File: config.mk
export PLATFORM = sky130hd
export DESIGN_NAME = sar_conversion_sequencer
export DESIGN_NICKNAME = d
export VERILOG_FILES = /design/src/design/sar_seq_pkg.sv /design/src/design/conv_events_if.sv /design/src/design/conv_clk_edges.sv /design/src/design/conv_start_detect.sv /design/src/design/sar_conversion_sequencer.sv
export SDC_FILE = /design/constraint.sdc
export NUM_CORES = 1
export LEC_CHECK = 0
export ABC_AREA = 1
export BUFFER_PORTS_ARGS = -buffer_cell sky130_fd_sc_hd__buf_2
export CORE_MARGIN = 10
export CORE_UTILIZATION = 60
export CTS_CLUSTER_SIZE = 24
export DETAILED_ROUTE_END_ITERATION = 8
export PLACE_DENSITY = 0.83
export REMOVE_ABC_BUFFERS = 1
export SLEW_MARGIN = 10
export SYNTH_ARGS = -nofsm -noshare
export SYNTH_HDL_FRONTEND = slang
export SYNTH_SLANG_ARGS = --single-unit
File: constraint.sdc
create_clock -name clk_sys -period 5 [get_ports clk_sys]
set_clock_uncertainty 0.15 [all_clocks]
set_input_delay 0.5 -clock clk_sys [delete_from_list [all_inputs] [get_ports clk_sys]]
set_output_delay 0.5 -clock clk_sys [all_outputs]
set_load 0.01 [all_outputs]
File: src/design/sar_seq_pkg.sv
// shared constants and types for the conversion sequencer
package sar_seq_pkg;

    // ==========================================
    // widths and reset values
    localparam int          RESULT_WIDTH = 12;
    localparam int          PTR_WIDTH    = 4;
    localparam logic [11:0] RESULT_RESET = 12'h000;
    localparam logic [3:0]  PTR_MSB      = 4'hB;
    localparam logic [3:0]  PTR_LSB      = 4'h0;

    // ==========================================
    // timing
    localparam int CLK_PERIOD_NS = 25;
    localparam int ACQ_TIME_NS   = 1000;
    localparam int ACQ_CYCLES    = (ACQ_TIME_NS + CLK_PERIOD_NS - 1) / CLK_PERIOD_NS;

    // ==========================================
    // sequencer phases
    typedef enum logic [1:0] {
        ph_sample,
        ph_wait_edge,
        ph_convert,
        ph_latch
    } phase_t;

endpackage

File: src/design/conv_events_if.sv
// event carrier between the edge and start detectors and the sequencer
`timescale 1ns/10ps
interface conv_events_if;
    logic start_req;
    logic clk_rise;
    logic clk_fall;

    modport start_src (output start_req);
    modport edge_src  (output clk_rise, output clk_fall);
    modport sink      (input start_req, input clk_rise, input clk_fall);
endinterface

File: src/design/conv_clk_edges.sv
// edge detection of the converter clock input
`timescale 1ns/10ps
module conv_clk_edges (
    input  wire logic       clk_sys,
    input  wire logic       reset_n,
    input  wire logic       conv_clk_in,
    conv_events_if.edge_src ev
);
    import sar_seq_pkg::*;

    typedef struct packed {
        logic prev;
    } edge_state_t;

    edge_state_t st;
    edge_state_t next_st;

    // ==========================================
    // state update
    always_comb begin
        next_st      = st;
        next_st.prev = conv_clk_in;
    end

    always_ff @(posedge clk_sys or negedge reset_n) begin
        if (!reset_n) begin
            st <= '0;
        end else begin
            st <= next_st;
        end
    end

    // either polarity and any duty cycle: only transitions are used
    assign ev.clk_rise = conv_clk_in & ~st.prev;
    assign ev.clk_fall = ~conv_clk_in & st.prev;

endmodule // conv_clk_edges

File: src/design/conv_start_detect.sv
// start condition detection from the host strobes
`timescale 1ns/10ps
module conv_start_detect (
    input  wire logic        clk_sys,
    input  wire logic        reset_n,
    input  wire logic        select_n,
    input  wire logic        read_n,
    input  wire logic        high_byte_select,
    conv_events_if.start_src ev
);
    import sar_seq_pkg::*;

    typedef struct packed {
        logic read_prev_n;
    } start_state_t;

    start_state_t st;
    start_state_t next_st;

    // ==========================================
    // state update
    always_comb begin
        next_st             = st;
        next_st.read_prev_n = read_n;
    end

    always_ff @(posedge clk_sys or negedge reset_n) begin
        if (!reset_n) begin
            st <= '1;
        end else begin
            st <= next_st;
        end
    end

    // start only on read falling with select and high byte select low
    assign ev.start_req = st.read_prev_n & ~read_n & ~select_n & ~high_byte_select;

endmodule // conv_start_detect

File: src/design/sar_conversion_sequencer.sv
// successive approximation conversion sequencer, top level
// Operation
// - start decided only from select, read and high byte select together
// - at start, clear approximation register; data drivers on whenever select and read are low
// - start conditions ignored while a conversion runs
// - bit trials run from msb down to lsb over 12 bits
// - sampling phase holds from conversion end until next start
// - msb decided at second converter clock falling edge after start
// - each further bit decided on the next converter clock falling edge
// - finished approximation register copied into 12-bit result latch
// - clock output is always the inverse of clock input
// - start near either clock edge still yields a valid conversion
// - result is unsigned natural binary, lsb is full scale over 4096
// - works from crystal or external clock of any duty cycle
// - busy low throughout a conversion, high otherwise
// - start when read falls with select and high byte select low
// - high byte select high blocks starts
`timescale 1ns/10ps
module sar_conversion_sequencer #(
    parameter int RESULT_WIDTH = sar_seq_pkg::RESULT_WIDTH
) (
    input  wire logic                    clk_sys,
    input  wire logic                    reset_n,
    input  wire logic                    conv_clk_in,
    input  wire logic                    select_n,
    input  wire logic                    read_n,
    input  wire logic                    high_byte_select,
    input  wire logic                    comp_above,
    output logic                         clk_out,
    output logic                         busy_n,
    output logic                         sample_phase,
    output logic [RESULT_WIDTH-1:0]      trial_code,
    output logic [RESULT_WIDTH-1:0]      data_out,
    output logic                         data_oe
);
    import sar_seq_pkg::*;

    // ==========================================
    // state
    typedef struct packed {
        phase_t                  phase;
        logic [RESULT_WIDTH-1:0] approximation_register;
        logic [RESULT_WIDTH-1:0] trial;
        logic [PTR_WIDTH-1:0]    ptr;
        logic [RESULT_WIDTH-1:0] result;
        logic                    busy_n;
    } seq_state_t;

    seq_state_t st;
    seq_state_t next_st;

    conv_events_if ev ();

    // ==========================================
    // event sources
    conv_clk_edges u_edges (
        .clk_sys     (clk_sys),
        .reset_n     (reset_n),
        .conv_clk_in (conv_clk_in),
        .ev          (ev.edge_src)
    );

    conv_start_detect u_start (
        .clk_sys          (clk_sys),
        .reset_n          (reset_n),
        .select_n         (select_n),
        .read_n           (read_n),
        .high_byte_select (high_byte_select),
        .ev               (ev.start_src)
    );

    // ==========================================
    // sequencer
    always_comb begin
        next_st = st;
        unique case (st.phase)
            ph_sample: begin
                if (ev.start_req) begin
                    next_st.phase                  = ph_wait_edge;
                    next_st.approximation_register = '0;
                    next_st.ptr                    = PTR_MSB;
                    next_st.trial                  = RESULT_WIDTH'(1) << PTR_MSB;
                    next_st.busy_n                 = 1'b0;
                end
            end
            ph_wait_edge: begin
                // first falling edge passes, msb decided on the second
                if (ev.clk_fall) begin
                    next_st.phase = ph_convert;
                end
            end
            ph_convert: begin
                if (ev.clk_fall) begin
                    next_st.approximation_register[st.ptr] = comp_above;
                    if (st.ptr == PTR_LSB) begin
                        next_st.phase = ph_latch;
                        next_st.trial = '0;
                    end else begin
                        next_st.ptr   = st.ptr - PTR_WIDTH'(1);
                        next_st.trial = (st.trial & ~(RESULT_WIDTH'(1) << st.ptr))
                                      | (RESULT_WIDTH'(comp_above) << st.ptr)
                                      | (RESULT_WIDTH'(1) << (st.ptr - PTR_WIDTH'(1)));
                    end
                end
            end
            ph_latch: begin
                next_st.result = st.approximation_register;
                next_st.busy_n = 1'b1;
                next_st.phase  = ph_sample;
            end
        endcase
        // starts outside the sampling phase fall through unused
    end

    always_ff @(posedge clk_sys or negedge reset_n) begin
        if (!reset_n) begin
            st.phase                  <= ph_sample;
            st.approximation_register <= RESULT_RESET;
            st.trial                  <= RESULT_RESET;
            st.ptr                    <= PTR_MSB;
            st.result                 <= RESULT_RESET;
            st.busy_n                 <= 1'b1;
        end else begin
            st <= next_st;
        end
    end

    // ==========================================
    // outputs
    assign clk_out      = ~conv_clk_in;
    assign busy_n       = st.busy_n;
    assign sample_phase = (st.phase == ph_sample);
    assign trial_code   = st.trial;
    assign data_out     = st.result;
    assign data_oe      = ~select_n & ~read_n;

endmodule // sar_conversion_sequencer

# Word-level counts from Yosys, hierarchy flattened
# Cells that the tools add are included.
dict set report op_classes {
  mux 13
  shifts 3
  n_eq_ne 8
  n_lt_le_gt_ge 2
  reduce_logical 9
  bitwise 13
  addsub 1
}
# op n
set op_table {}
lappend op_table {{$mux 30} 2}
lappend op_table {{$pmux 28 s2} 1}
lappend op_table {{$or 12x12->12} 2}
lappend op_table {{$shl 1x4->12 const A} 2}
lappend op_table {{$and 12x12->12} 1}
lappend op_table {{$bwmux 12} 1}
lappend op_table {{$mux 12} 1}
lappend op_table {{$not 12->12} 1}
lappend op_table {{$shl 1x4->12} 1}
lappend op_table {{$ne 2x2->1 const B} 4}
lappend op_table {{$pmux 2 s4} 1}
lappend op_table {{$reduce_and 4->1} 2}
lappend op_table {{$and 1x1->1} 5}
lappend op_table {{$lt 4x5->1 const B} 1}
lappend op_table {{$demux 1 s4} 1}
lappend op_table {{$eq 2x2->1 const B} 2}
lappend op_table {{$ge 4x1->1 const B} 1}
lappend op_table {{$logic_not 4->1} 1}
lappend op_table {{$mux 2} 2}
lappend op_table {{$mux 4} 1}
lappend op_table {{$not 1->1} 4}
lappend op_table {{$reduce_bool 2->1} 2}
lappend op_table {{$sub 4x1->4 const B} 1}
lappend op_table {{$reduce_and 3->1} 1}
lappend op_table {{other kinds (7)} 8}
dict set report word_totals {
  inputBits 7
  regBits 45
  output_inout_bits 28
  wordCells 57
}

# Longest topological paths before layout
# Gate-level depths: netlist of run 1.
dict set report logic_depth {
  depth_word 8
  mapped_depth 10
  mapped_depth_nobuf 10
}

# Hierarchy
# Synthesis of run 1 repeated with hierarchy kept, for this count alone.
dict set report hier_totals {
  cells_unflattened 326
  hier_area_um2 2643.8
}
# mod area_per_inst_um2 cells_each instances seq_area_each_um2
set modules_own_cells {}
lappend modules_own_cells {sar_conversion_sequencer 2555.0 314 1 1081.0}
lappend modules_own_cells {conv_start_detect 48.8 7 1 26.3}
lappend modules_own_cells {conv_clk_edges 40.0 5 1 25.0}

# Worst setup path after synthesis of run 1
# No wires, ideal clock.
dict set report synth_timing {
  path_kind {register -> register}
  start {register st[13] (netlist name)}
  end {register st, in the netlist trial_code[9]}
  n_path_buf 0
  required_time_ns 4.730
  setup_ns 0.120
  path_stages_with_launch 11
  t_arrival_ns 1.570
  period_less_slack_ns 1.841
  path_slack_ns 3.159
  cell_sequence {dfstp_2 clkinv_1 ha_1 inv_1 nand2_1 nand2_1 inv_1 nand2_1 nor2_1 o21ai_1 nand2_1}
}
dict set report synth_between {
  elab_chain_len 8
  word_cells_on_any_way 12
  classes_between {add/sub: 1; shift: 3; mux: 3; bitwise: 4; reduce/logical: 1}
}
# element line
set synth_rtl {}
lappend synth_rtl {{start, declared} sar_conversion_sequencer.sv:49} ;# seq_state_t st;
lappend synth_rtl {{start signal, assigned} sar_conversion_sequencer.sv:124} ;# st <= next_st;
lappend synth_rtl {{parallel branches: the longest is 5 deep, another holds $sub 4x1->4} -}
lappend synth_rtl {{$mux 12 *} sar_conversion_sequencer.sv:95} ;# if (st.ptr == PTR_LSB) begin
lappend synth_rtl {{$mux 30 *} sar_conversion_sequencer.sv:93} ;# if (ev.clk_fall) begin
lappend synth_rtl {{$pmux 28 s2 *} sar_conversion_sequencer.sv:76} ;# unique case (st.phase)
# Every way passes the cells marked *. The select of a mux whose other input is x is not followed.
# A chain may end at the register's enable or synchronous reset.

# Worst setup path after layout of run 1
dict set report layout_timing {
  start {register st[41] (netlist name)}
  end {register st, in the netlist trial_code[9]}
}
dict set report layout_between {
  elab_chain_len 3
  word_cells_on_any_way 7
  classes_between {eq/ne: 3; mux: 1; reduce/logical: 3}
}
# element line
set layout_rtl {}
lappend layout_rtl {{$eq 2x2->1 / $logic_not 2->1 (equally long branches)} sar_conversion_sequencer.sv:76}
lappend layout_rtl {{$ne 2x2->1 (no source line), or another cell as far along} -}
lappend layout_rtl {{$reduce_and 3->1 (no source line)} -}
# Parallel ways exist; a longest one is shown, timed or not.

==> key figures, run 1 <==
Floorplan
  • Horizontal die dimension: 85.1 µm
  • Core outline area: 4060 µm²
  • Area enclosed by the die boundary: 7240 µm²
  • IO Count: 35
  • Y dimension of the die: 85.1 µm
  • Initial standard-cell utilization of the core: 0.627
  • Number of rows created at floorplan: 23

Timing
  • Min Hold Slack: 153 ps
  • Tcrit/Tclk final: 0.547
  • Final critical-path required period: 2740 ps
  • Final slew viol count: 0
  • Worst setup margin: 2260 ps
  • Top achievable clock speed: 365 MHz
  • Endpoints failing hold: 0
  • Setup violators final: 0
  • RSZ-0062 raised after global routing: no
  • Total negative slack for setup checks: 0 ps
  • Worst Max-Slew Pin Slew: 972 ps
  • Slew margin rel.: 0.352

Power and ir drop
  • Leakage dissipation: 1.40 nW
  • Final total power: 1.64 mW
  • Pwr dens: 622 nW/µm²
  • Peak ir drop on the vdd network: 0.267 mV

CTS
  • Post-CTS Repair Setup Buffers: 0
  • Clk slew on worst S/H paths: 80 ps
  • TritonCTS clock tree: built
  • Clock latency reported for the late side of the worst-skew pair: 300 ps
  • Number of buffers inserted during clock tree synthesis: 5
  • Number of sinks driven by the clock tree: 45
  • Post-cts sizing count: 0
  • Clock buffer depth: 2
  • Clock H-tree levels: 2
  • Hold bufs inserted after CTS: 0
  • Root Buffer: sky130_fd_sc_hd__clkbuf_8

Setup path
  • Maximum single-stage delay on the critical path: 560 ps
  • Reg2Reg Launch Point: st[41]
  • Required time at the worst-slack endpoint: 5100 ps
  • Critical path type: reg -> reg
  • Critical path peak fanout: 24
  • Reg2reg path depth: 8
  • Crit Reg-Reg Endpoint: trial_code[9]
  • Slack of the worst reg-to-reg path: 2260 ps
  • Cell-by-cell trace of the critical path: inv_1 -> ha_1 -> inv_2 -> o21ai_2 -> nand2_2 -> nor2_2 -> o21ai_1 -> nand2_1
  • Arr. time, crit path: 2830 ps
  • Slowest cell on the critical path: sky130_fd_sc_hd__ha_1
  • Critical Path Start Type: register
  • Endpoint class of the critical path: register

Routing
  • Total iterations of the first detailed-routing run: 4
  • Residual antenna-violating net count after detailed routing: 0
  • Iter 0 DRT Violations: 159
  • Wire length per cell after detailed routing: 14.3 µm
  • Via Count: 2045
  • Number of remaining DRC errors: 0
  • Routed vias/inst: 5.33
  • Total length of routed wires: 5470 µm

Final layout
  • Area overhead of the layout relative to synthesis: 3.74%
  • Multi-input combinational cell area: 1060 µm²
  • Final Util: 0.650
  • Sequential Area: 1130 µm²
  • Number of fillers in the final layout: 376
  • Antenna Cells: 0
  • Layout cell share with drive strength beyond 1: 0.183
  • Final #Nets: 349

Synthesis
  • Proportion of synthesized chip area in sequential cells: 0.445
  • Cell type contributing the most total cell area after synthesis: sky130_fd_sc_hd__dfrtp_1
  • Area share of the leading cell type in the synthesized netlist: 0.394
  • Syn Area/Cell: 7.85 µm²
  • Unique cell type count in the Yosys netlist: 25
  • Number of storage elements in the synthesis netlist: 45
  • Most area-consuming cells after synthesis: sky130_fd_sc_hd__dfrtp_1 (39%), sky130_fd_sc_hd__nand2_1 (13%), sky130_fd_sc_hd__buf_4 (7.4%), sky130_fd_sc_hd__dfstp_2 (5.2%), sky130_fd_sc_hd__nand3_1 (5.1%)
  • Area of the mapped netlist: 2540 µm²
  • Cells after synthesis: 324
  • Number of warning messages in the yosys log: 0

Status
  • Result of the run: finished, final reports clean

Global routing
  • GRT busiest layer: met2
  • Met3 routing resource usage after global routing: 0.0507
  • Total routing resource utilization after global routing: 0.163
  • Number of global-route vias before repair: 2165
  • Maximum number of pins on one net before global-route repair: 46
  • Initial antenna violation count: 0
  • Met1 Use GR: 0.194
  • Total gr overflow: 0
  • Fraction of met2 tracks used by global routing: 0.271
  • First-pass GRT wire length: 9950 µm

Worst hold path
  • Worst Hold Depth: 1
  • Worst Hold Launch: read_n
  • Min-delay worst type: in -> reg
  • Worst Hold Path EP: u_start.st

Placement
  • Post-place setup slack: 2310 ps
  • Placed wire-length estimate: 3970 µm
  • Number of I/O port buffers: 34
  • Final estimated routing congestion in global placement: 0.932

Run
  • Reported max-cap violation count: 0
-- cell families (layout without fill, tap and decap cells) --
kind of cell / Yosys count / in the layout / share of synthesized area
simple gates: 150 / 150 / 0.241
buf+inv: 65 / 75 / 0.137
compound gates: 49 / 49 / 0.107
fa+ha+maj: 9 / 9 / 0.0443
mux: 6 / 6 / 0.0266
flops: 45 / 45 / 0.445
-- critical path, delay by kind of cell (launching register included) --
| kind | cells | cell delay [ps] |
|---|---|---|
| adder cells (fa/ha/maj) | 1 | 560 |
| AND/OR/NAND/NOR | 3 | 890 |
| AO/OA/AOI/OAI | 2 | 370 |
| buffers and inverters | 2 | 280 |
| flip-flops | 1 | 430 |
-- cell usage in the layout, fill, tap and decap left out --
cell type and instances:
sky130_fd_sc_hd__nor3_1 3, sky130_fd_sc_hd__dfrtp_1 40, sky130_fd_sc_hd__clkinv_1 1, sky130_fd_sc_hd__o21ai_0 17, sky130_fd_sc_hd__ha_1 9, sky130_fd_sc_hd__inv_1 30, sky130_fd_sc_hd__o21ai_1 2, sky130_fd_sc_hd__nor2_1 25
sky130_fd_sc_hd__clkinv_2 2, sky130_fd_sc_hd__o21a_1 5, sky130_fd_sc_hd__buf_2 34, sky130_fd_sc_hd__dfstp_2 5, sky130_fd_sc_hd__mux2_2 6, sky130_fd_sc_hd__a21boi_0 1, sky130_fd_sc_hd__nand2_2 2, sky130_fd_sc_hd__clkinvlp_4 1
sky130_fd_sc_hd__nand3_1 26, sky130_fd_sc_hd__a21oi_2 2, sky130_fd_sc_hd__nor2_2 1, sky130_fd_sc_hd__clkbuf_8 5, sky130_fd_sc_hd__a21oi_1 21, sky130_fd_sc_hd__nand4_1 2, sky130_fd_sc_hd__inv_2 2, sky130_fd_sc_hd__o21ai_2 1
sky130_fd_sc_hd__nand2_1 91
-- cells in the mapped netlist --
cell                       instances
sky130_fd_sc_hd__a21boi_0          1
sky130_fd_sc_hd__a21oi_1          21
sky130_fd_sc_hd__a21oi_2           2
sky130_fd_sc_hd__buf_2             2
sky130_fd_sc_hd__buf_4            25
sky130_fd_sc_hd__buf_6             1
sky130_fd_sc_hd__clkbuf_1          4
sky130_fd_sc_hd__clkinv_1          1
sky130_fd_sc_hd__dfrtp_1          40
sky130_fd_sc_hd__dfstp_2           5
sky130_fd_sc_hd__ha_1              9
sky130_fd_sc_hd__inv_1            30
sky130_fd_sc_hd__inv_2             2
sky130_fd_sc_hd__mux2_2            6
sky130_fd_sc_hd__nand2_1          91
sky130_fd_sc_hd__nand2_2           2
sky130_fd_sc_hd__nand3_1          26
sky130_fd_sc_hd__nand4_1           2
sky130_fd_sc_hd__nor2_1           25
sky130_fd_sc_hd__nor2_2            1
sky130_fd_sc_hd__nor3_1            3
sky130_fd_sc_hd__o21a_1            5
sky130_fd_sc_hd__o21ai_0          17
sky130_fd_sc_hd__o21ai_1           2
sky130_fd_sc_hd__o21ai_2           1
-- state kept, by name, indices dropped and copies added, names as in the netlist --
register / count
data_out: 12
trial_code: 12
busy_n: 1
u_edges.st: 1
st: 18
u_start.st: 1
-- worst max-delay path by stage --
stage | endpoint | cells past startpoint | from | slack [ps]
floorplan | trial_code[1] | 8 | st[41] | 2890
global placement | trial_code[1] | 8 | st[41] | 2440
detailed placement | trial_code[9] | 8 | st[41] | 2310
CTS | trial_code[9] | 8 | st[41] | 2270
global route | trial_code[9] | 8 | st[41] | 1900
finish | trial_code[9] | 8 | st[41] | 2260
-- stage by stage --
step / instance area, µm² / cells
2_1_floorplan: 2320 / 292
5_1_grt: 2640 / 384
6_report: 2640 / 384
3_5_place_dp: 2550 / 376
4_1_cts: 2640 / 384
3_3_place_gp: 2550 / 376
-- layout make-up --
class / count / area share
inverter: 33 / 0.0469
clock inverter: 3 / 0.00664
tap: 50 / 0.0237
multi-input combinational: 214 / 0.403
clock buffer: 5 / 0.0261
sequential: 45 / 0.429
timing repair buffer: 34 / 0.0645
-- per-layer routing --
metal  wire length (µm)  vias up
met1               2450      955
met2               2540       62
li1                   -     1020
met4                 70        0
met3                411        8
met5                  0        -
-- report_power, final --
group / internal [mW] / switching, mW / total (mW)
combinational: 0.272 / 0.537 / 0.810
clock: 0.0965 / 0.127 / 0.223
sequential: 0.515 / 0.0936 / 0.609
total: 0.884 / 0.758 / 1.64
No activity file was read; power rests on OpenSTA's default activity.
==> run 2, diff against run 1 <==
--- a/config.mk
+++ b/config.mk
@@ -8,10 +8,10 @@
 export ABC_AREA = 1
 export BUFFER_PORTS_ARGS = -buffer_cell sky130_fd_sc_hd__buf_2
 export CORE_MARGIN = 10
-export CORE_UTILIZATION = 60
+export CORE_UTILIZATION = 57
 export CTS_CLUSTER_SIZE = 24
 export DETAILED_ROUTE_END_ITERATION = 8
-export PLACE_DENSITY = 0.83
+export PLACE_DENSITY = 0.79
 export REMOVE_ABC_BUFFERS = 1
 export SLEW_MARGIN = 10
 export SYNTH_ARGS = -nofsm -noshare
==> constraint.sdc (replaced) <==
create_clock -name clk_sys -period 2.6 [get_ports clk_sys]
set_clock_uncertainty 0.15 [all_clocks]
set_input_delay 0.26 -clock clk_sys [delete_from_list [all_inputs] [get_ports clk_sys]]
set_output_delay 0.26 -clock clk_sys [all_outputs]
set_load 0.01 [all_outputs]
==> run 2 against run 1 <==
Against the previous run:
- count of clock-buffer cells in the layout grew 1
- die area rose by 4.0%
- final area rose by 3.7%
- critical path type unchanged
- fmax up 21%
- routed wire length up 5.0%
- final cell count rose by 2.3%
- utilization decreased by 1.8 points
- largest cell class unchanged
- combinational power increased by 99%
- worst hold slack got worse by 0.50 ps
- power rose by 100%
- sequential cell count did not move
==> key figures, run 2 (same netlist as run 1, synthesis figures left out) <==
Status
  • Result of the run: finished, final reports clean

Routing
  • Via Count: 2059 (+0.68%)
  • Iter 0 DRT Violations: 150 (-5.7%)
  • Wire length per cell after detailed routing: 14.6 µm (+2.6%)
  • Total length of routed wires: 5750 µm (+5.0%)
  • Number of remaining DRC errors: 0 (unchanged)
  • Total iterations of the first detailed-routing run: 4 (unchanged)
  • Routed vias/inst: 5.24 (-1.6%)
  • Residual antenna-violating net count after detailed routing: 0 (unchanged)

Final layout
  • Antenna Cells: 0 (unchanged)
  • Area overhead of the layout relative to synthesis: 7.53%
  • Sequential Area: 1130 µm² (unchanged)
  • Most frequent cells in the layout: sky130_fd_sc_hd__nand2_1 (91), sky130_fd_sc_hd__dfrtp_1 (40), sky130_fd_sc_hd__buf_2 (34)
  • Multi-input combinational cell area: 1060 µm² (unchanged)
  • Largest reg by FF count: st
  • Flip-flop count of the largest register, all copies and words added: 18 (unchanged)
  • Number of fillers in the final layout: 393 (+4.5%)
  • Most common cell after layout, fill and taps aside: sky130_fd_sc_hd__nand2_1
  • Layout cell share with drive strength beyond 1: 0.191 (+0.00798)
  • Final #Nets: 356 (+2.0%)

Power and ir drop
  • Sw frac: 0.443 (-0.0185)
  • Pwr dens: 1220 nW/µm² (+96%)
  • Power dissipated by switching net loads: 1.47 mW (+95%)
  • Peak ir drop on the vdd network: 0.691 mV (+160%)
  • Seq pwr share: 0.351 (-0.020)
  • Leakage dissipation: 1.44 nW (+3.2%)
  • Proportion of power drawn by the clock network: 0.167 (+0.031)
  • Internal power of the cells: 1.85 mW (+110%)
  • Part of the power in combinational logic: 0.482 (-0.011)

Placement
  • Placed wire-length estimate: 4140 µm (+4.1%)
  • Number of I/O port buffers: 34 (unchanged)
  • Final estimated routing congestion in global placement: 0.931 (about the same)

Global routing
  • Total routing resource utilization after global routing: 0.162 (-0.00100)
  • Initial antenna violation count: 0 (unchanged)
  • First-pass GRT wire length: 9830 µm (-1.2%)
  • Total gr overflow: 0 (unchanged)
  • Number of global-route vias before repair: 2048 (-5.4%)
  • Maximum number of pins on one net before global-route repair: 45 (-2.2%)

Timing
  • Final slew viol count: 0 (unchanged)
  • Top achievable clock speed: 442 MHz (+21%)
  • Endpoints failing hold: 0 (unchanged)
  • Setup violators final: 0 (unchanged)
  • Worst Max-Slew Pin Slew: 964 ps (-7.64 ps)
  • Total negative slack for setup checks: 0 ps (unchanged)
  • Tcrit/Tclk final: 0.870 (+0.322)
  • Final critical-path required period: 2260 ps (-475 ps)
  • RSZ-0062 raised after global routing: no
  • Min Hold Slack: 153 ps (-0.504 ps)
  • Slew margin rel.: 0.357 (+0.00509)

CTS
  • Clock latency reported for the late side of the worst-skew pair: 300 ps (about the same)
  • Root Buffer: sky130_fd_sc_hd__clkbuf_8
  • Clk slew on worst S/H paths: 80 ps (about the same)
  • Number of buffers inserted during clock tree synthesis: 5 (unchanged)
  • Post-cts sizing count: 0 (unchanged)
  • TritonCTS clock tree: built
  • Clock buffer depth: 2 (unchanged)
  • Number of sinks driven by the clock tree: 45 (unchanged)
  • Clock H-tree levels: 2 (unchanged)

Setup path
  • Required time at the worst-slack endpoint: 2690 ps (-2410 ps)
  • Critical path type: reg -> reg
  • Endpoint class of the critical path: register
  • Most frequent cell on the critical path: sky130_fd_sc_hd__nand2_1
  • Critical path peak fanout: 11 (-54%)
  • Slowest cell on the critical path: sky130_fd_sc_hd__dfstp_2
  • Cell-by-cell trace of the critical path: clkinv_1 -> ha_1 -> nand2_1 -> nand2_1 -> nor2_2 -> o21ai_1 -> nand2_1
  • Maximum single-stage delay on the critical path: 560 ps (about the same)
  • Critical Path Start Type: register
  • Arr. time, crit path: 2350 ps (-480 ps)

Worst hold path
  • Min-delay worst type: in -> reg

Floorplan
  • Y dimension of the die: 86.8 µm (+2.0%)
  • Number of rows created at floorplan: 24 (+4.3%)
  • Initial standard-cell utilization of the core: 0.588 (-0.0386)
  • Core outline area: 4320 µm² (+6.6%)
  • Area enclosed by the die boundary: 7530 µm² (+4.0%)
  • IO Count: 35 (unchanged)
  • Horizontal die dimension: 86.8 µm (+2.0%)

Run
  • Reported max-cap violation count: 0 (unchanged)
run 2: area by class of cell:
class / instances / share of cell area
Inverter: 33 / 0.0453
Multi-Input combinational cell: 214 / 0.389
Clock buffer: 6 / 0.0302
Clock inverter: 2 / 0.0137
Timing Repair Buffer: 41 / 0.0842
Tap cell: 52 / 0.0238
Sequential cell: 45 / 0.414
run 2: worst paths after layout:
check                           cells past startpoint        startpoint            end  slack (ps)
max in group asynchronous                           3           reset_n         st[13]        1120
min in group asynchronous                           2           reset_n  trial_code[5]         490
worst max-delay path                                7            st[13]  trial_code[9]         340
worst min register to register                      2            busy_n         busy_n         320
worst min-delay path                                5  high_byte_select         busy_n         150
worst max register to register                      7            st[13]  trial_code[9]         340
run 2: what timing repair did:
action / in CTS / in global routing
hold endpoints to repair: 4 / 0
setup buffers: 0 / 0
endpoints found under the setup margin: 0 / 0
hold buffers: 3 / 0
run 2: metrics by stage:
step | utilization | instances | power (mW) | instance area (µm²) | setup slack (ps)
final | 0.633 | 393 | 3.33 | 2740 | 339
after global routing | 0.633 | 393 | 3.64 | 2740 | 182
after floorplan | - | 292 | 2.23 | 2320 | 490
after global placement | 0.598 | 382 | 2.74 | 2580 | 487
after CTS | 0.633 | 393 | 3.34 | 2740 | 359
after detailed placement | 0.598 | 382 | 2.78 | 2580 | 406
run 2: routing by layer:
metal / up-vias / part of all wire / global-route usage
li1: 1044 / - / -
met1: 940 / 0.43 / 0.202
met2: 69 / 0.49 / 0.264
met3: 6 / 0.061 / 0.0366
met4: 0 / 0.015 / 0.0619
met5: - / 0 / 0
run 2: critical path, delay by kind of cell, from the launching register on:
family                   cells  cell delay (ps)
buffers and inverters        1              230
adder cells (fa/ha/maj)      1              370
AO/OA/AOI/OAI                1              150
flip-flops                   1              560
AND/OR/NAND/NOR              4              720
run 2: power groups by stage:
stage / Clock (mW) / Sequential [mW] / Combinational [mW]
floorplan: 0 / 1.23 / 1.01
global placement: 0 / 1.17 / 1.57
detailed placement: 0 / 1.18 / 1.60
CTS: 0.564 / 1.17 / 1.61
global route: 0.593 / 1.20 / 1.84
finish: 0.554 / 1.17 / 1.61
